<file path="config.mk">
export PLATFORM = sky130hd
export DESIGN_NAME = art_timer
export DESIGN_NICKNAME = d
export VERILOG_FILES = /design/src/art_pkg.sv /design/src/art_div.sv /design/src/art_sync.sv /design/src/art_timer.sv
export SDC_FILE = /design/constraint.sdc
export NUM_CORES = 1
export LEC_CHECK = 0
export BUFFER_PORTS_ARGS = -buffer_cell sky130_fd_sc_hd__buf_2
export CAP_MARGIN = 15
export CORE_MARGIN = 2
export CORE_UTILIZATION = 35
export DETAILED_ROUTE_END_ITERATION = 16
export PLACE_DENSITY = 0.58
export SYNTH_ARGS = -nofsm -noshare
export SYNTH_HDL_FRONTEND = slang
export SYNTH_SLANG_ARGS = --single-unit
</file>
<file path="constraint.sdc">
create_clock -name core_clk -period 2.6 [get_ports core_clk]
set_input_delay 0.52 -clock core_clk [delete_from_list [all_inputs] [get_ports core_clk]]
set_output_delay 0.52 -clock core_clk [all_outputs]
set_load 0.05 [all_outputs]
</file>
<file path="src/art_pkg.sv">
// Package: register map, field layout and constants of the reload timer
package art_pkg;

	// ----------------------------------------------------------------
	// Bus widths and types
	// ----------------------------------------------------------------
	localparam int unsigned ART_ADDR_W = 4;
	localparam int unsigned ART_DATA_W = 8;
	typedef logic [ART_ADDR_W-1:0] art_addr_t;
	typedef logic [ART_DATA_W-1:0] art_data_t;

	// ----------------------------------------------------------------
	// Register offsets
	// ----------------------------------------------------------------
	localparam art_addr_t ART_OFF_CTRL   = 4'h0;
	localparam art_addr_t ART_OFF_RLD_LO = 4'h1;
	localparam art_addr_t ART_OFF_RLD_HI = 4'h2;
	localparam art_addr_t ART_OFF_CNT_LO = 4'h3;
	localparam art_addr_t ART_OFF_CNT_HI = 4'h4;
	localparam art_addr_t ART_OFF_CLKCTL = 4'h5;
	localparam art_addr_t ART_OFF_IRQEN  = 4'h6;
	localparam art_addr_t ART_OFF_STAT   = 4'h7;
	localparam art_addr_t ART_OFF_MASK   = 4'h8;

	// ----------------------------------------------------------------
	// Field positions
	// ----------------------------------------------------------------
	localparam int unsigned ART_CTRL_HFLAG  = 7;
	localparam int unsigned ART_CTRL_LFLAG  = 6;
	localparam int unsigned ART_CTRL_LIRQEN = 5;
	localparam int unsigned ART_CTRL_CAPEN  = 4;
	localparam int unsigned ART_CTRL_SPLIT  = 3;
	localparam int unsigned ART_CTRL_RUN    = 2;
	localparam int unsigned ART_CTRL_XSEL1  = 1;
	localparam int unsigned ART_CTRL_XSEL0  = 0;
	localparam int unsigned ART_CLK_LSYS    = 0;
	localparam int unsigned ART_CLK_HSYS    = 1;
	localparam int unsigned ART_IRQEN_TMR   = 7;
	localparam int unsigned ART_ST_LOW      = 0;
	localparam int unsigned ART_ST_HIGH     = 1;

	// ----------------------------------------------------------------
	// Reset values and counts
	// ----------------------------------------------------------------
	localparam art_data_t   ART_RST_BYTE = 8'h00;
	localparam logic [1:0]  ART_RST_ST   = 2'h0;
	localparam art_data_t   ART_BYTE_MAX = 8'hFF;
	localparam int unsigned ART_SYS_DIV  = 12;
	localparam int unsigned ART_EXT_DIV  = 8;

	// ----------------------------------------------------------------
	// External clock choices
	// ----------------------------------------------------------------
	typedef enum logic [1:0] {
		ART_SRC_SYS12A = 2'b00,
		ART_SRC_EXT8   = 2'b01,
		ART_SRC_SYS12B = 2'b10,
		ART_SRC_CMP    = 2'b11
	} art_src_e;

endpackage

</file>
<file path="src/art_div.sv">
// Module: pulse divider, one tick out per DIV pulses in
`timescale 1ns/1ps
`default_nettype none
module art_div #(
	parameter int unsigned DIV = 12
) (
	input  wire logic core_clk,
	input  wire logic srst,
	input  wire logic pulse_in,
	output logic      tick_out
);
	import art_pkg::*;

	localparam int unsigned CW = (DIV > 1) ? $clog2(DIV) : 1;
	localparam logic [CW-1:0] LAST = CW'(DIV - 1);

	typedef struct packed {
		logic [CW-1:0] cnt;
		logic          tick;
	} art_div_s;

	art_div_s st_q;
	art_div_s st_d;

	// ----------------------------------------------------------------
	// Next state
	// ----------------------------------------------------------------
	always_comb begin
		st_d      = st_q;
		st_d.tick = 1'b0;
		if (pulse_in) begin
			if (st_q.cnt == LAST) begin
				st_d.cnt  = '0;
				st_d.tick = 1'b1;
			end else begin
				st_d.cnt = CW'(st_q.cnt + 1'b1);
			end
		end
	end

	always_ff @(posedge core_clk) begin
		if (srst) begin
			st_q <= '0;
		end else begin
			st_q <= st_d;
		end
	end

	assign tick_out = st_q.tick;
endmodule
`default_nettype wire

</file>
<file path="src/art_sync.sv">
// Module: two-stage synchroniser with registered rising-edge pulse
`timescale 1ns/1ps
`default_nettype none
module art_sync (
	input  wire logic core_clk,
	input  wire logic srst,
	input  wire logic async_in,
	output logic      rise_pulse
);
	import art_pkg::*;

	typedef struct packed {
		logic s1;
		logic s2;
		logic s3;
		logic rise;
	} art_sync_s;

	art_sync_s st_q;
	art_sync_s st_d;

	// ----------------------------------------------------------------
	// Next state
	// ----------------------------------------------------------------
	always_comb begin
		st_d      = st_q;
		st_d.s1   = async_in;
		st_d.s2   = st_q.s1;
		st_d.s3   = st_q.s2;
		st_d.rise = st_q.s2 & ~st_q.s3;
	end

	always_ff @(posedge core_clk) begin
		if (srst) begin
			st_q <= '0;
		end else begin
			st_q <= st_d;
		end
	end

	assign rise_pulse = st_q.rise;
endmodule
`default_nettype wire

</file>
<file path="src/art_timer.sv">
// Module: 16-bit / dual 8-bit auto-reload timer with capture
// Notes on behaviour
// - 16-bit counter of two bytes, split selectable
// - Four count clocks, external ones synchronised
// - 16-bit wrap reloads counter, sets high flag, unless capture enabled
// - 16-bit overflow interrupts when timer enabled and high mask bit set
// - Low byte wrap interrupts if low enable, timer enabled and low mask bit set
// - Split bytes reload from own reload byte
// - Split mode run gates high byte only
// - Byte system_clock bit, else external select field
// - Split wraps set high and low flags
// - Split interrupts on high, low if enabled, each when timer enabled and its mask bit set
// - Flags cleared only by software
// - Capture on comparator edge or oscillator/8
// - Capture copies counter to reload, sets flag
`timescale 1ns/1ps
`default_nettype none
module art_timer (
	input  wire logic              core_clk,
	input  wire logic              srst,
	input  wire art_pkg::art_addr_t reg_addr,
	input  wire art_pkg::art_data_t reg_wdata,
	input  wire logic              reg_wr,
	input  wire logic              reg_rd,
	output art_pkg::art_data_t     reg_rdata,
	input  wire logic              ext_osc_in,
	input  wire logic              cmp1_in,
	output logic                   irq
);
	import art_pkg::*;

	// ----------------------------------------------------------------
	// State
	// ----------------------------------------------------------------
	typedef struct packed {
		logic       low_byte_irq_en;
		logic       capture_mode_en;
		logic       split_mode_sel;
		logic       run_ctrl;
		logic [1:0] ext_clock_sel;
		logic       high_byte_system_clock_sel;
		logic       low_byte_system_clock_sel;
		logic       timer_irq_en;
		art_data_t  reload_low_byte;
		art_data_t  reload_high_byte;
		art_data_t  count_low_byte;
		art_data_t  count_high_byte;
		logic [1:0] status;
		logic [1:0] mask;
		art_data_t  rdata;
	} art_state_s;

	art_state_s st_q;
	art_state_s st_d;

	// ----------------------------------------------------------------
	// Clock sources
	// ----------------------------------------------------------------
	logic ext_rise;
	logic cmp_rise;
	logic tick_sys12;
	logic tick_ext8;

	logic [1:0] pin_raw;
	logic [1:0] pin_rise;

	assign pin_raw = {cmp1_in, ext_osc_in};

	for (genvar g = 0; g < 2; g++) begin : g_sync
		art_sync u_sync (
			.core_clk  (core_clk),
			.srst      (srst),
			.async_in  (pin_raw[g]),
			.rise_pulse(pin_rise[g])
		);
	end

	assign ext_rise = pin_rise[0];
	assign cmp_rise = pin_rise[1];

	art_div #(
		.DIV(ART_SYS_DIV)
	) u_div_sys (
		.core_clk(core_clk),
		.srst    (srst),
		.pulse_in(1'b1),
		.tick_out(tick_sys12)
	);

	art_div #(
		.DIV(ART_EXT_DIV)
	) u_div_ext (
		.core_clk(core_clk),
		.srst    (srst),
		.pulse_in(ext_rise),
		.tick_out(tick_ext8)
	);

	// ----------------------------------------------------------------
	// Tick selection per byte
	// ----------------------------------------------------------------
	function automatic logic pick_tick(
		input logic       sys_sel,
		input logic [1:0] xsel,
		input logic       t_sys12,
		input logic       t_ext8,
		input logic       t_cmp
	);
		logic t;
		t = 1'b0;
		if (sys_sel) begin
			t = 1'b1;
		end else begin
			unique case (art_src_e'(xsel))
				ART_SRC_SYS12A: t = t_sys12;
				ART_SRC_EXT8:   t = t_ext8;
				ART_SRC_SYS12B: t = t_sys12;
				ART_SRC_CMP:    t = t_cmp;
			endcase
		end
		return t;
	endfunction

	logic tick_lo;
	logic tick_hi;
	logic cap_event;

	always_comb begin
		tick_lo = pick_tick(st_q.low_byte_system_clock_sel, st_q.ext_clock_sel,
			tick_sys12, tick_ext8, cmp_rise);
		tick_hi = pick_tick(st_q.high_byte_system_clock_sel, st_q.ext_clock_sel,
			tick_sys12, tick_ext8, cmp_rise);
		cap_event = st_q.capture_mode_en
			& (st_q.ext_clock_sel[1] ? tick_ext8 : cmp_rise);
	end

	// ----------------------------------------------------------------
	// Read decode
	// ----------------------------------------------------------------
	function automatic art_data_t read_reg(
		input art_addr_t  addr,
		input art_state_s s
	);
		art_data_t r;
		r = ART_RST_BYTE;
		unique case (addr)
			ART_OFF_CTRL: begin
				r[ART_CTRL_HFLAG]  = s.status[ART_ST_HIGH];
				r[ART_CTRL_LFLAG]  = s.status[ART_ST_LOW];
				r[ART_CTRL_LIRQEN] = s.low_byte_irq_en;
				r[ART_CTRL_CAPEN]  = s.capture_mode_en;
				r[ART_CTRL_SPLIT]  = s.split_mode_sel;
				r[ART_CTRL_RUN]    = s.run_ctrl;
				r[ART_CTRL_XSEL1]  = s.ext_clock_sel[1];
				r[ART_CTRL_XSEL0]  = s.ext_clock_sel[0];
			end
			ART_OFF_RLD_LO: r = s.reload_low_byte;
			ART_OFF_RLD_HI: r = s.reload_high_byte;
			ART_OFF_CNT_LO: r = s.count_low_byte;
			ART_OFF_CNT_HI: r = s.count_high_byte;
			ART_OFF_CLKCTL: begin
				r[ART_CLK_LSYS] = s.low_byte_system_clock_sel;
				r[ART_CLK_HSYS] = s.high_byte_system_clock_sel;
			end
			ART_OFF_IRQEN: r[ART_IRQEN_TMR] = s.timer_irq_en;
			ART_OFF_STAT:  r[1:0] = s.status;
			ART_OFF_MASK:  r[1:0] = s.mask;
			default:       r = ART_RST_BYTE;
		endcase
		return r;
	endfunction

	// ----------------------------------------------------------------
	// Counting and flag events
	// ----------------------------------------------------------------
	logic       inc_lo;
	logic       inc_hi;
	logic       lo_wrap;
	logic       hi_wrap;
	logic [1:0] set_st;
	logic [1:0] clr_st;
	art_data_t  next_lo;
	art_data_t  next_hi;

	always_comb begin
		inc_lo  = 1'b0;
		inc_hi  = 1'b0;
		lo_wrap = 1'b0;
		hi_wrap = 1'b0;
		set_st  = 2'b00;
		next_lo = st_q.count_low_byte;
		next_hi = st_q.count_high_byte;
		if (st_q.split_mode_sel) begin
			inc_lo = tick_lo;
			inc_hi = tick_hi & st_q.run_ctrl;
			if (inc_lo) begin
				lo_wrap = (st_q.count_low_byte == ART_BYTE_MAX);
				next_lo = lo_wrap ? st_q.reload_low_byte
					: 8'(st_q.count_low_byte + 1'b1);
			end
			if (inc_hi) begin
				hi_wrap = (st_q.count_high_byte == ART_BYTE_MAX);
				next_hi = hi_wrap ? st_q.reload_high_byte
					: 8'(st_q.count_high_byte + 1'b1);
			end
			set_st[ART_ST_LOW]  = lo_wrap;
			set_st[ART_ST_HIGH] = hi_wrap;
		end else begin
			inc_lo = tick_lo & st_q.run_ctrl;
			if (inc_lo) begin
				lo_wrap = (st_q.count_low_byte == ART_BYTE_MAX);
				hi_wrap = lo_wrap & (st_q.count_high_byte == ART_BYTE_MAX);
				next_lo = 8'(st_q.count_low_byte + 1'b1);
				if (lo_wrap) begin
					next_hi = 8'(st_q.count_high_byte + 1'b1);
				end
				if (hi_wrap && !st_q.capture_mode_en) begin
					next_lo = st_q.reload_low_byte;
					next_hi = st_q.reload_high_byte;
				end
			end
			set_st[ART_ST_LOW]  = lo_wrap;
			set_st[ART_ST_HIGH] = hi_wrap & ~st_q.capture_mode_en;
		end
		if (cap_event) begin
			set_st[ART_ST_HIGH] = 1'b1;
		end
	end

	// ----------------------------------------------------------------
	// Register update
	// ----------------------------------------------------------------
	always_comb begin
		st_d                 = st_q;
		clr_st               = 2'b00;
		st_d.count_low_byte  = next_lo;
		st_d.count_high_byte = next_hi;
		if (cap_event) begin
			st_d.reload_low_byte  = st_q.count_low_byte;
			st_d.reload_high_byte = st_q.count_high_byte;
		end
		if (reg_wr) begin
			unique case (reg_addr)
				ART_OFF_CTRL: begin
					st_d.low_byte_irq_en = reg_wdata[ART_CTRL_LIRQEN];
					st_d.capture_mode_en = reg_wdata[ART_CTRL_CAPEN];
					st_d.split_mode_sel  = reg_wdata[ART_CTRL_SPLIT];
					st_d.run_ctrl        = reg_wdata[ART_CTRL_RUN];
					st_d.ext_clock_sel   = reg_wdata[ART_CTRL_XSEL1:ART_CTRL_XSEL0];
				end
				ART_OFF_RLD_LO: st_d.reload_low_byte  = reg_wdata;
				ART_OFF_RLD_HI: st_d.reload_high_byte = reg_wdata;
				ART_OFF_CNT_LO: st_d.count_low_byte   = reg_wdata;
				ART_OFF_CNT_HI: st_d.count_high_byte  = reg_wdata;
				ART_OFF_CLKCTL: begin
					st_d.low_byte_system_clock_sel  = reg_wdata[ART_CLK_LSYS];
					st_d.high_byte_system_clock_sel = reg_wdata[ART_CLK_HSYS];
				end
				ART_OFF_IRQEN: st_d.timer_irq_en = reg_wdata[ART_IRQEN_TMR];
				ART_OFF_STAT:  clr_st = reg_wdata[1:0];
				ART_OFF_MASK:  st_d.mask = reg_wdata[1:0];
				default: begin
				end
			endcase
		end
		st_d.status = (st_q.status & ~clr_st) | set_st;
		st_d.rdata  = reg_rd ? read_reg(reg_addr, st_q) : ART_RST_BYTE;
	end

	always_ff @(posedge core_clk) begin
		if (srst) begin
			st_q <= '{
				low_byte_irq_en:      1'b0,
				capture_mode_en:      1'b0,
				split_mode_sel:       1'b0,
				run_ctrl:             1'b0,
				ext_clock_sel:        2'b00,
				high_byte_system_clock_sel: 1'b0,
				low_byte_system_clock_sel:  1'b0,
				timer_irq_en:         1'b0,
				reload_low_byte:      ART_RST_BYTE,
				reload_high_byte:     ART_RST_BYTE,
				count_low_byte:       ART_RST_BYTE,
				count_high_byte:      ART_RST_BYTE,
				status:               ART_RST_ST,
				mask:                 ART_RST_ST,
				rdata:                ART_RST_BYTE
			};
		end else begin
			st_q <= st_d;
		end
	end

	// ----------------------------------------------------------------
	// Outputs
	// ----------------------------------------------------------------
	assign reg_rdata = st_q.rdata;

	always_comb begin
		irq = st_q.timer_irq_en & (
			(st_q.status[ART_ST_HIGH] & st_q.mask[ART_ST_HIGH])
			| (st_q.status[ART_ST_LOW] & st_q.mask[ART_ST_LOW]
				& st_q.low_byte_irq_en));
	end
endmodule
`default_nettype wire
</file>
==> impl_results.md, run 1 <==
- CTS H-tree depth: 3
- Layout cell share with drive strength beyond 1: ~16%
- GPL Wtd Cong: between 0.9 and 1
- Worst relative slew slack: between 40% and 50%
- Worst setup EP type: flop
- P&R area growth vs syn: 12.7%
- Critical path arrival: between 2 and 3 ns
- Hold-fix buffers at CTS: 0
- CTS clock-pin slew for the worst setup and hold paths: ~0.06 ns
- Largest net degree at the start of global routing: slightly above 60
- Vias in the first global route: 4040
- GR Util All Layers: a little over a fifth
- Remaining antenna violation count: 0
- Vias: 4299
- Port buffer count: 26
- PD cells: about 540 nW/um^2
- Worst skew pair latency: 0.35 ns
- Status: completed
- Overflow after GRT: 0
- WHS Path Cells: 2
- Total power of the final layout: 0.00266 W
- Hold Vio Cnt, Final: 0
- Leak: 1.88 nW
- Initial Utilization: between 30% and 40%
- Ys Warns: 0
- Chip width: 116 um
- Flops & latches, synth: 70
- Drt first-iter violations: ~440
- Reg2reg end: st_q[25]
- Worst path required time: between 2 and 3 ns
- FMAX: between 0.4 and 0.5 GHz
- RSZ-0062 raised after global routing: false
- Worst Hold Class: primary input to flop
- Worst R2R Path Depth: 6
- Worst clock skew: 0.00778 ns
- Detailed-router iteration count before antenna repair: 5
- ANT cells: 0
- Layout Nets: roughly 580
- Sequential cell area fraction in the yosys report: ~32%
- Root buf cell: clkbuf_16
- Max_cap viols: 0
- Async SR Flop Fraction: 0%
- Max Fanout on Critical Path: 9
- Synthesized area per cell: slightly below 8 um^2
- Synthesized cell area: around 4400 um^2
- CTS tree: built
- Io pins: 27
- Remaining DRCs: 0
- Worst R2R Start: st_q[20]
- Slew Viols, Final: 0
- Dpl hpwl: a little under 10000 um
- Crit path kind: flop to flop
- # rows: 40
- Flop2flop setup slack: 0.24 ns
- Post-route minimum period: about 2.4 ns
- Post-synthesis cell count: about 550
- Worst slew pin tran: 0.815 ns
- Syn Nets: 570
- Synth Flop Type: dfxtp_1
- Post-synth EDFFs: 0
- CTS buffer count: 9
- Antenna violations before repair: 0
- DIE AREA: roughly 13000 um^2
- Routed len/inst: approximately 19 um
- Die height: roughly 120 um
- Area of the core: between 10000 and 15000 um^2
- Worst setup SP type: flop
- WL final: between 10000 and 15000 um
- Post-DR vias/cell: just under 6
- Worst Hold Launch: cmp1_in
- Final Cycle Share: around nine tenths
- Peak VDD IR: 308 uV
- Total negative setup slack: 0 ns
- Hold Path End: g_sync[1].u_sync.st_d[2]
- First-pass GRT wire length: roughly 22000 um
- Clock Path Buffers: 2
- Clk sinks: 70
- Final setup fails: 0
- Synth cell types: 72
layout by cell type (no fill, tap or decap), types with 3 or more instances in the layout:
master | synthesis | final
o31ai_1 | 5 | 5
and3_1 | 5 | 5
nor3_2 | 3 | 3
a21oi_1 | 41 | 41
inv_1 | 5 | 5
a22oi_1 | 9 | 9
o22ai_1 | 3 | 3
buf_4 | 16 | 22
nor2b_1 | 14 | 14
a221oi_1 | 4 | 4
o31a_1 | 3 | 3
ha_1 | 5 | 4
a211o_1 | 3 | 3
buf_2 | 16 | 26
nor2_1 | 71 | 71
a211oi_1 | 24 | 24
nand4_1 | 3 | 3
dfxtp_1 | 70 | 70
nand3b_1 | 4 | 4
a2111oi_0 | 3 | 3
nor3_1 | 20 | 20
clkbuf_16 | 0 | 9
a31oi_1 | 20 | 20
nand3_1 | 20 | 20
mux2_2 | 3 | 3
nor3b_1 | 4 | 4
nand2_1 | 51 | 51
mux2i_1 | 26 | 26
o21ai_0 | 18 | 18
routing by layer:
| layer | part of all wire (%) | vias up | global-route usage [%] |
|---|---|---|---|
| li1 | - | 2040 | - |
| met1 | 44 | 2028 | 28.2 |
| met2 | 46 | 197 | 34.7 |
| met3 | 7.1 | 34 | 5.28 |
| met4 | 2.8 | 0 | 8.43 |
| met5 | 0 | - | 0 |
cells by family after synthesis:
| logic type | Yosys count | share of synthesized area (%) |
|---|---|---|
| compound gates | 162 | 25.5 |
| xor+xnor | 3 | 0.604 |
| flops | 70 | 32.2 |
| fa+ha+maj | 5 | 1.44 |
| mux | 30 | 7.07 |
| simple gates | 219 | 26.2 |
| buf+inv | 58 | 7.01 |
flip-flops by register name, summed over array words and instances (netlist names):
signal                    count
g_sync.u_sync.rise_pulse      2
g_sync.u_sync.st_d            4
g_sync.u_sync.st_q            2
reg_rdata                     8
st_q                         45
u_div_ext.st_q                3
u_div_ext.tick_out            1
u_div_sys.st_q                4
u_div_sys.tick_out            1
worst max-delay path by stage:
| stage | start | end | slack, ns |
|---|---|---|---|
| after floorplan | st_q[20] | st_q[22] | 0.62 |
| after global placement | st_q[20] | st_q[13] | 0.31 |
| after detailed placement | st_q[20] | st_q[25] | 0.20 |
| after CTS | st_q[20] | st_q[25] | 0.17 |
| after global routing | st_q[20] | st_q[25] | 0.03 |
| final | st_q[20] | st_q[25] | 0.24 |
where the power goes:
| part | total (W) | switching, W | internal [W] |
|---|---|---|---|
| logic | 0.000184 | 0.000119 | 0.0000655 |
| registers | 0.00113 | 0.0000334 | 0.00110 |
| clock network | 0.00134 | 0.000483 | 0.000862 |
| total | 0.00266 | 0.000635 | 0.00202 |
worst max-delay path, cell delays in order, from the launching register on:
cell	delay, ns
dfxtp_1	0.48
ha_2	0.36
nand4_4	0.18
nor4_4	0.50
o21ai_0	0.15
a2111oi_0	0.47
nor3_1	0.08
synth_stat cells (9+ instances only):
master	number	share of area, %
a21oi_1	41	4.7
nor2b_1	14	2.0
o21ai_0	18	2.1
a22oi_1	9	1.6
dfxtp_1	70	32
buf_4	16	2.8
a211oi_1	24	4.1
nand2_1	51	4.4
nand3_1	20	2.3
nor2_1	71	6.1
nor3_1	20	2.3
clkbuf_1	19	1.6
buf_2	16	1.8
a31oi_1	20	2.9
mux2i_1	26	6.0
repair_timing:
action	CTS	global route
resized for setup	0	1
endpoints found under the hold margin	0	0
buffers inserted	0	0
setup endpoints to repair	0	1
metrics by stage:
| step | hold slack (ns) | cells | utilization (%) | setup slack [ns] | cell area (um^2) |
|---|---|---|---|---|---|
| after floorplan | 0.367 | 547 | - | 0.623 | 4350 |
| after global placement | 0.372 | 710 | 38.0 | 0.308 | 4580 |
| after detailed placement | 0.377 | 710 | 38.0 | 0.202 | 4580 |
| after CTS | 0.379 | 726 | 40.6 | 0.175 | 4900 |
| after global routing | 0.385 | 726 | 40.7 | 0.0265 | 4900 |
| final | 0.384 | 726 | 40.7 | 0.236 | 4900 |
layout make-up:
cell class	count	area [um^2]
clock buffer	10	239
inverter	5	18.8
multi-input combinational	419	2660
fill	1238	7160
sequential	70	1400
timing repair buffer	48	295
clock inverter	6	85.1
tap	168	210
Power figures use the tool's default switching activity.
==> inputs of run 2 (changes only) <==
--- a/config.mk
+++ b/config.mk
@@ -5,6 +5,7 @@
 export SDC_FILE = /design/constraint.sdc
 export NUM_CORES = 1
 export LEC_CHECK = 0
+export ABC_AREA = 1
 export BUFFER_PORTS_ARGS = -buffer_cell sky130_fd_sc_hd__buf_2
 export CAP_MARGIN = 15
 export CORE_MARGIN = 2
==> impl_results.md, run 2 <==
- Status: completed (unchanged)
- Setup WS post-layout: 0.379 ns (was 0.236 ns)
- Cell with the most instances after synthesis: nand2_1 (was nor2_1)
- Hold Vio Cnt, Final: 0 (unchanged)
- CTS tree: built (unchanged)
- DIE AREA: 13400 um^2 (was 13300 um^2)
- Synth Flop Type: dfxtp_1 (unchanged)
- Async SR Flop Fraction: 0% (unchanged)
- Max_cap viols: 0 (unchanged)
- Hold-fix buffers at CTS: 0 (unchanged)
- Remaining DRCs: 0 (unchanged)
- Worst slew pin tran: 0.683 ns (was 0.815 ns)
- Worst skew pair latency: 0.35 ns (about the same)
- Final Cycle Share: 85.4% (was 90.9%)
- CP peak stage delay: 0.51 ns (was 0.50 ns)
- Clock Path Buffers: 2 (unchanged)
- Worst path required time: 2.84 ns (was 2.80 ns)
- Area of the core: 12100 um^2 (unchanged)
- Post-synth EDFFs: 0 (unchanged)
- RSZ-0062 raised after global routing: false (unchanged)
- Max Fanout on Critical Path: 11 (was 9)
- WL final: 14900 um (was 13900 um)
- Worst relative slew slack: 54.4% (was 45.4%)
- Dpl hpwl: 10700 um (was 9770 um)
- Synth top cells by count: 164 x nand2_1, 94 x nor2_1, 70 x dfxtp_1 (was 71 x nor2_1, 70 x dfxtp_1, 51 x nand2_1)
- Die height: 116 um (about the same)
- Synthesized area per cell: 6.40 um^2 (was 7.96 um^2)
- Vias in the first global route: 4351 (was 4040)
- Sequential cell area fraction in the yosys report: 32.1% (was 32.2%)
- P&R area growth vs syn: 11.7% (was 12.7%)
- Most flop-heavy register: st_q (unchanged)
- Layout cell share with drive strength beyond 1: 12.2% (was 16.3%)
- Multi-input logic area: 2460 um^2 (was 2660 um^2)
- Post_cts resized: 0 (unchanged)
- CTS clock-pin slew for the worst setup and hold paths: 0.06 ns (about the same)
- Detailed-router iteration count before antenna repair: 5 (unchanged)
- Worst Hold Class: primary input to flop (unchanged)
- Largest register FFs: 45 (unchanged)
- Crit path buf inv count: 1 (was 0)
- FMAX: 0.450 GHz (was 0.423 GHz)
- Slew Viols, Final: 0 (unchanged)
- Drt first-iter violations: 514 (was 441)
- Final Util: 40.4% (was 40.7%)
- CP cell instances: ha_1, nand2_1, nor2_4, nand2_2, nor2_4, nand2_1, nand2_1, nand3_1, nand2_1, inv_1, nor2_1, nor2_1 (was ha_2, nand4_4, nor4_4, o21ai_0, a2111oi_0, nor3_1)
- Ys Warns: 0 (unchanged)
- First-pass GRT wire length: 23800 um (was 22100 um)
- PD cells: 554 nW/um^2 (was 542 nW/um^2)
- Share of the synthesized area in the top cell type: 32.1% (was 32.2%)
- WHS Path Cells: 3 (was 2)
- Commonest non-fill, non-tap cells in the layout: 164 x nand2_1, 94 x nor2_1, 70 x dfxtp_1 (was 71 x nor2_1, 70 x dfxtp_1, 51 x nand2_1)
- CTS buffer count: 9 (unchanged)
- Worst setup EP type: flop (unchanged)
- Total negative setup slack: 0 ns (unchanged)
- Final setup fails: 0 (unchanged)
- # rows: 40 (unchanged)
- Crit path kind: flop to flop (unchanged)
- Synth cell types: 34 (was 72)
- Register area: 1400 um^2 (unchanged)
- Post-DR vias/cell: 5.38 (was 5.92)
- GR Util All Layers: 23.5% (was 21.7%)
- Most common cell after layout, fill and taps aside: nand2_1 (was nor2_1)
- Chip width: 116 um (about the same)
- Flops & latches, synth: 70 (unchanged)
- CP most frequent cell: nand2_1
- Overflow after GRT: 0 (unchanged)
- Port buffer count: 26 (unchanged)
- Worst clock skew: 0.0107 ns (was 0.00778 ns)
- Top cells by area, synth: dfxtp_1 32%, nand2_1 14%, nor2_1 8.1%, nand3_1 7.2%, inv_1 5.3% (was dfxtp_1 32%, nor2_1 6.1%, mux2i_1 6.0%, a21oi_1 4.7%, nand2_1 4.4%)
- Clk sinks: 70 (unchanged)
- Worst R2R Path Depth: 12 (was 6)
- Syn Nets: 704 (was 570)
- Post-synthesis cell count: 681 (was 547)
- Postcts setup bufs: 0 (unchanged)
- Largest net degree at the start of global routing: 36 (was 62)
- Slowest stage cell, crit path: dfxtp_1 (was nor4_4)
- Top delay family on crit path: simple AND/OR/NAND/NOR gates (unchanged)
- Peak VDD IR: 646 uV (was 308 uV)
- Layout filler cell count: 1291 (was 1238)
- Synthesized cell area: 4360 um^2 (was 4350 um^2)
- Critical path arrival: 2.46 ns (was 2.56 ns)
- GPL Wtd Cong: 0.953 (was 0.908)
- Root buf cell: clkbuf_16 (unchanged)
- Remaining antenna violation count: 0 (unchanged)
- Vias: 4638 (was 4299)
- Leak: 1.92 nW (was 1.88 nW)
- Initial Utilization: 36.1% (about the same)
- Critical path depth: 12 (was 6)
- Fin cells: 862 (was 726)
- Setup WS pre-CTS: 0.427 ns (was 0.202 ns)
- Layout Nets: 712 (was 576)
- Io pins: 27 (unchanged)
- Cell accounting for the most synthesized area: dfxtp_1 (unchanged)
- Worst setup SP type: flop (unchanged)
- Placed cell count: 846 (was 710)
- CTS H-tree depth: 3 (unchanged)
- Routed len/inst: 17.3 um (was 19.1 um)
- Post-route minimum period: 2.22 ns (was 2.36 ns)
- Antenna violations before repair: 0 (unchanged)
- ANT cells: 0 (unchanged)
[run 2: changes by cell type after synthesis, sizes merged, moves of 27 or more]
cell	change
nand2	+119
inv	+65
nand3	+45
nor2	+34
o21ai	+33
mux2i	-27
[run 2: power breakdown]
group          total (W)  internal (W)  switching (W)
clock            0.00139      0.000852       0.000535
sequential       0.00112       0.00110      0.0000248
combinational   0.000190     0.0000562       0.000134
total            0.00270       0.00201       0.000693
[run 2: cells by family (layout without fill, tap and decap cells)]
logic type                 count (synthesis)  after routing  synth area share (%)
AOI/OAI and AO/OA                        136            136                  18.3
xor gates and xnor gates                   6              6                  1.21
buffers and inverters                    109            122                  11.3
DFF                                       70             70                  32.1
and+or+nand+nor                          355            355                  35.6
adders and majority gates                  5              5                  1.44
[run 2: through the flow]
stage               power [W]  area (um^2)  hold slack, ns
CTS                   0.00271         4870           0.368
global route          0.00279         4870           0.371
detailed placement    0.00133         4540           0.378
finish                0.00270         4870           0.374
global placement      0.00133         4540           0.377
floorplan             0.00126         4360           0.373
[run 2: final timing paths]
check | endpoint | start | slack (ns)
min reg2reg | g_sync[1].u_sync.rise_pulse | g_sync[1].u_sync.st_q[1] | 0.39
max reg2reg | st_q[13] | st_q[13] | 0.38
max | st_q[13] | st_q[13] | 0.38
min | g_sync[0].u_sync.st_d[2] | ext_osc_in | 0.37
[run 2: layout make-up]
cell class,count,share of cell area (%)
Inverter,71,5.55
Multi-Input combinational cell,502,50.6
Sequential cell,70,28.8
Clock inverter,7,2.11
Timing Repair Buffer,35,4.06
Tap cell,168,4.32
Clock buffer,9,4.62
[run 2: tightest hold or removal path, cell delays in order]
cell and delay [ns]:
buf_2 0.07, inv_1 0.03, nor2_1 0.06
[run 2: layer usage]
layer	wire length [um]	GRT usage, %	up-vias
li1	-	-	2251
met1	6570	31.2	2176
met3	1170	6.38	31
met2	6770	36.6	180
met4	396	8.51	0
met5	0	0	-
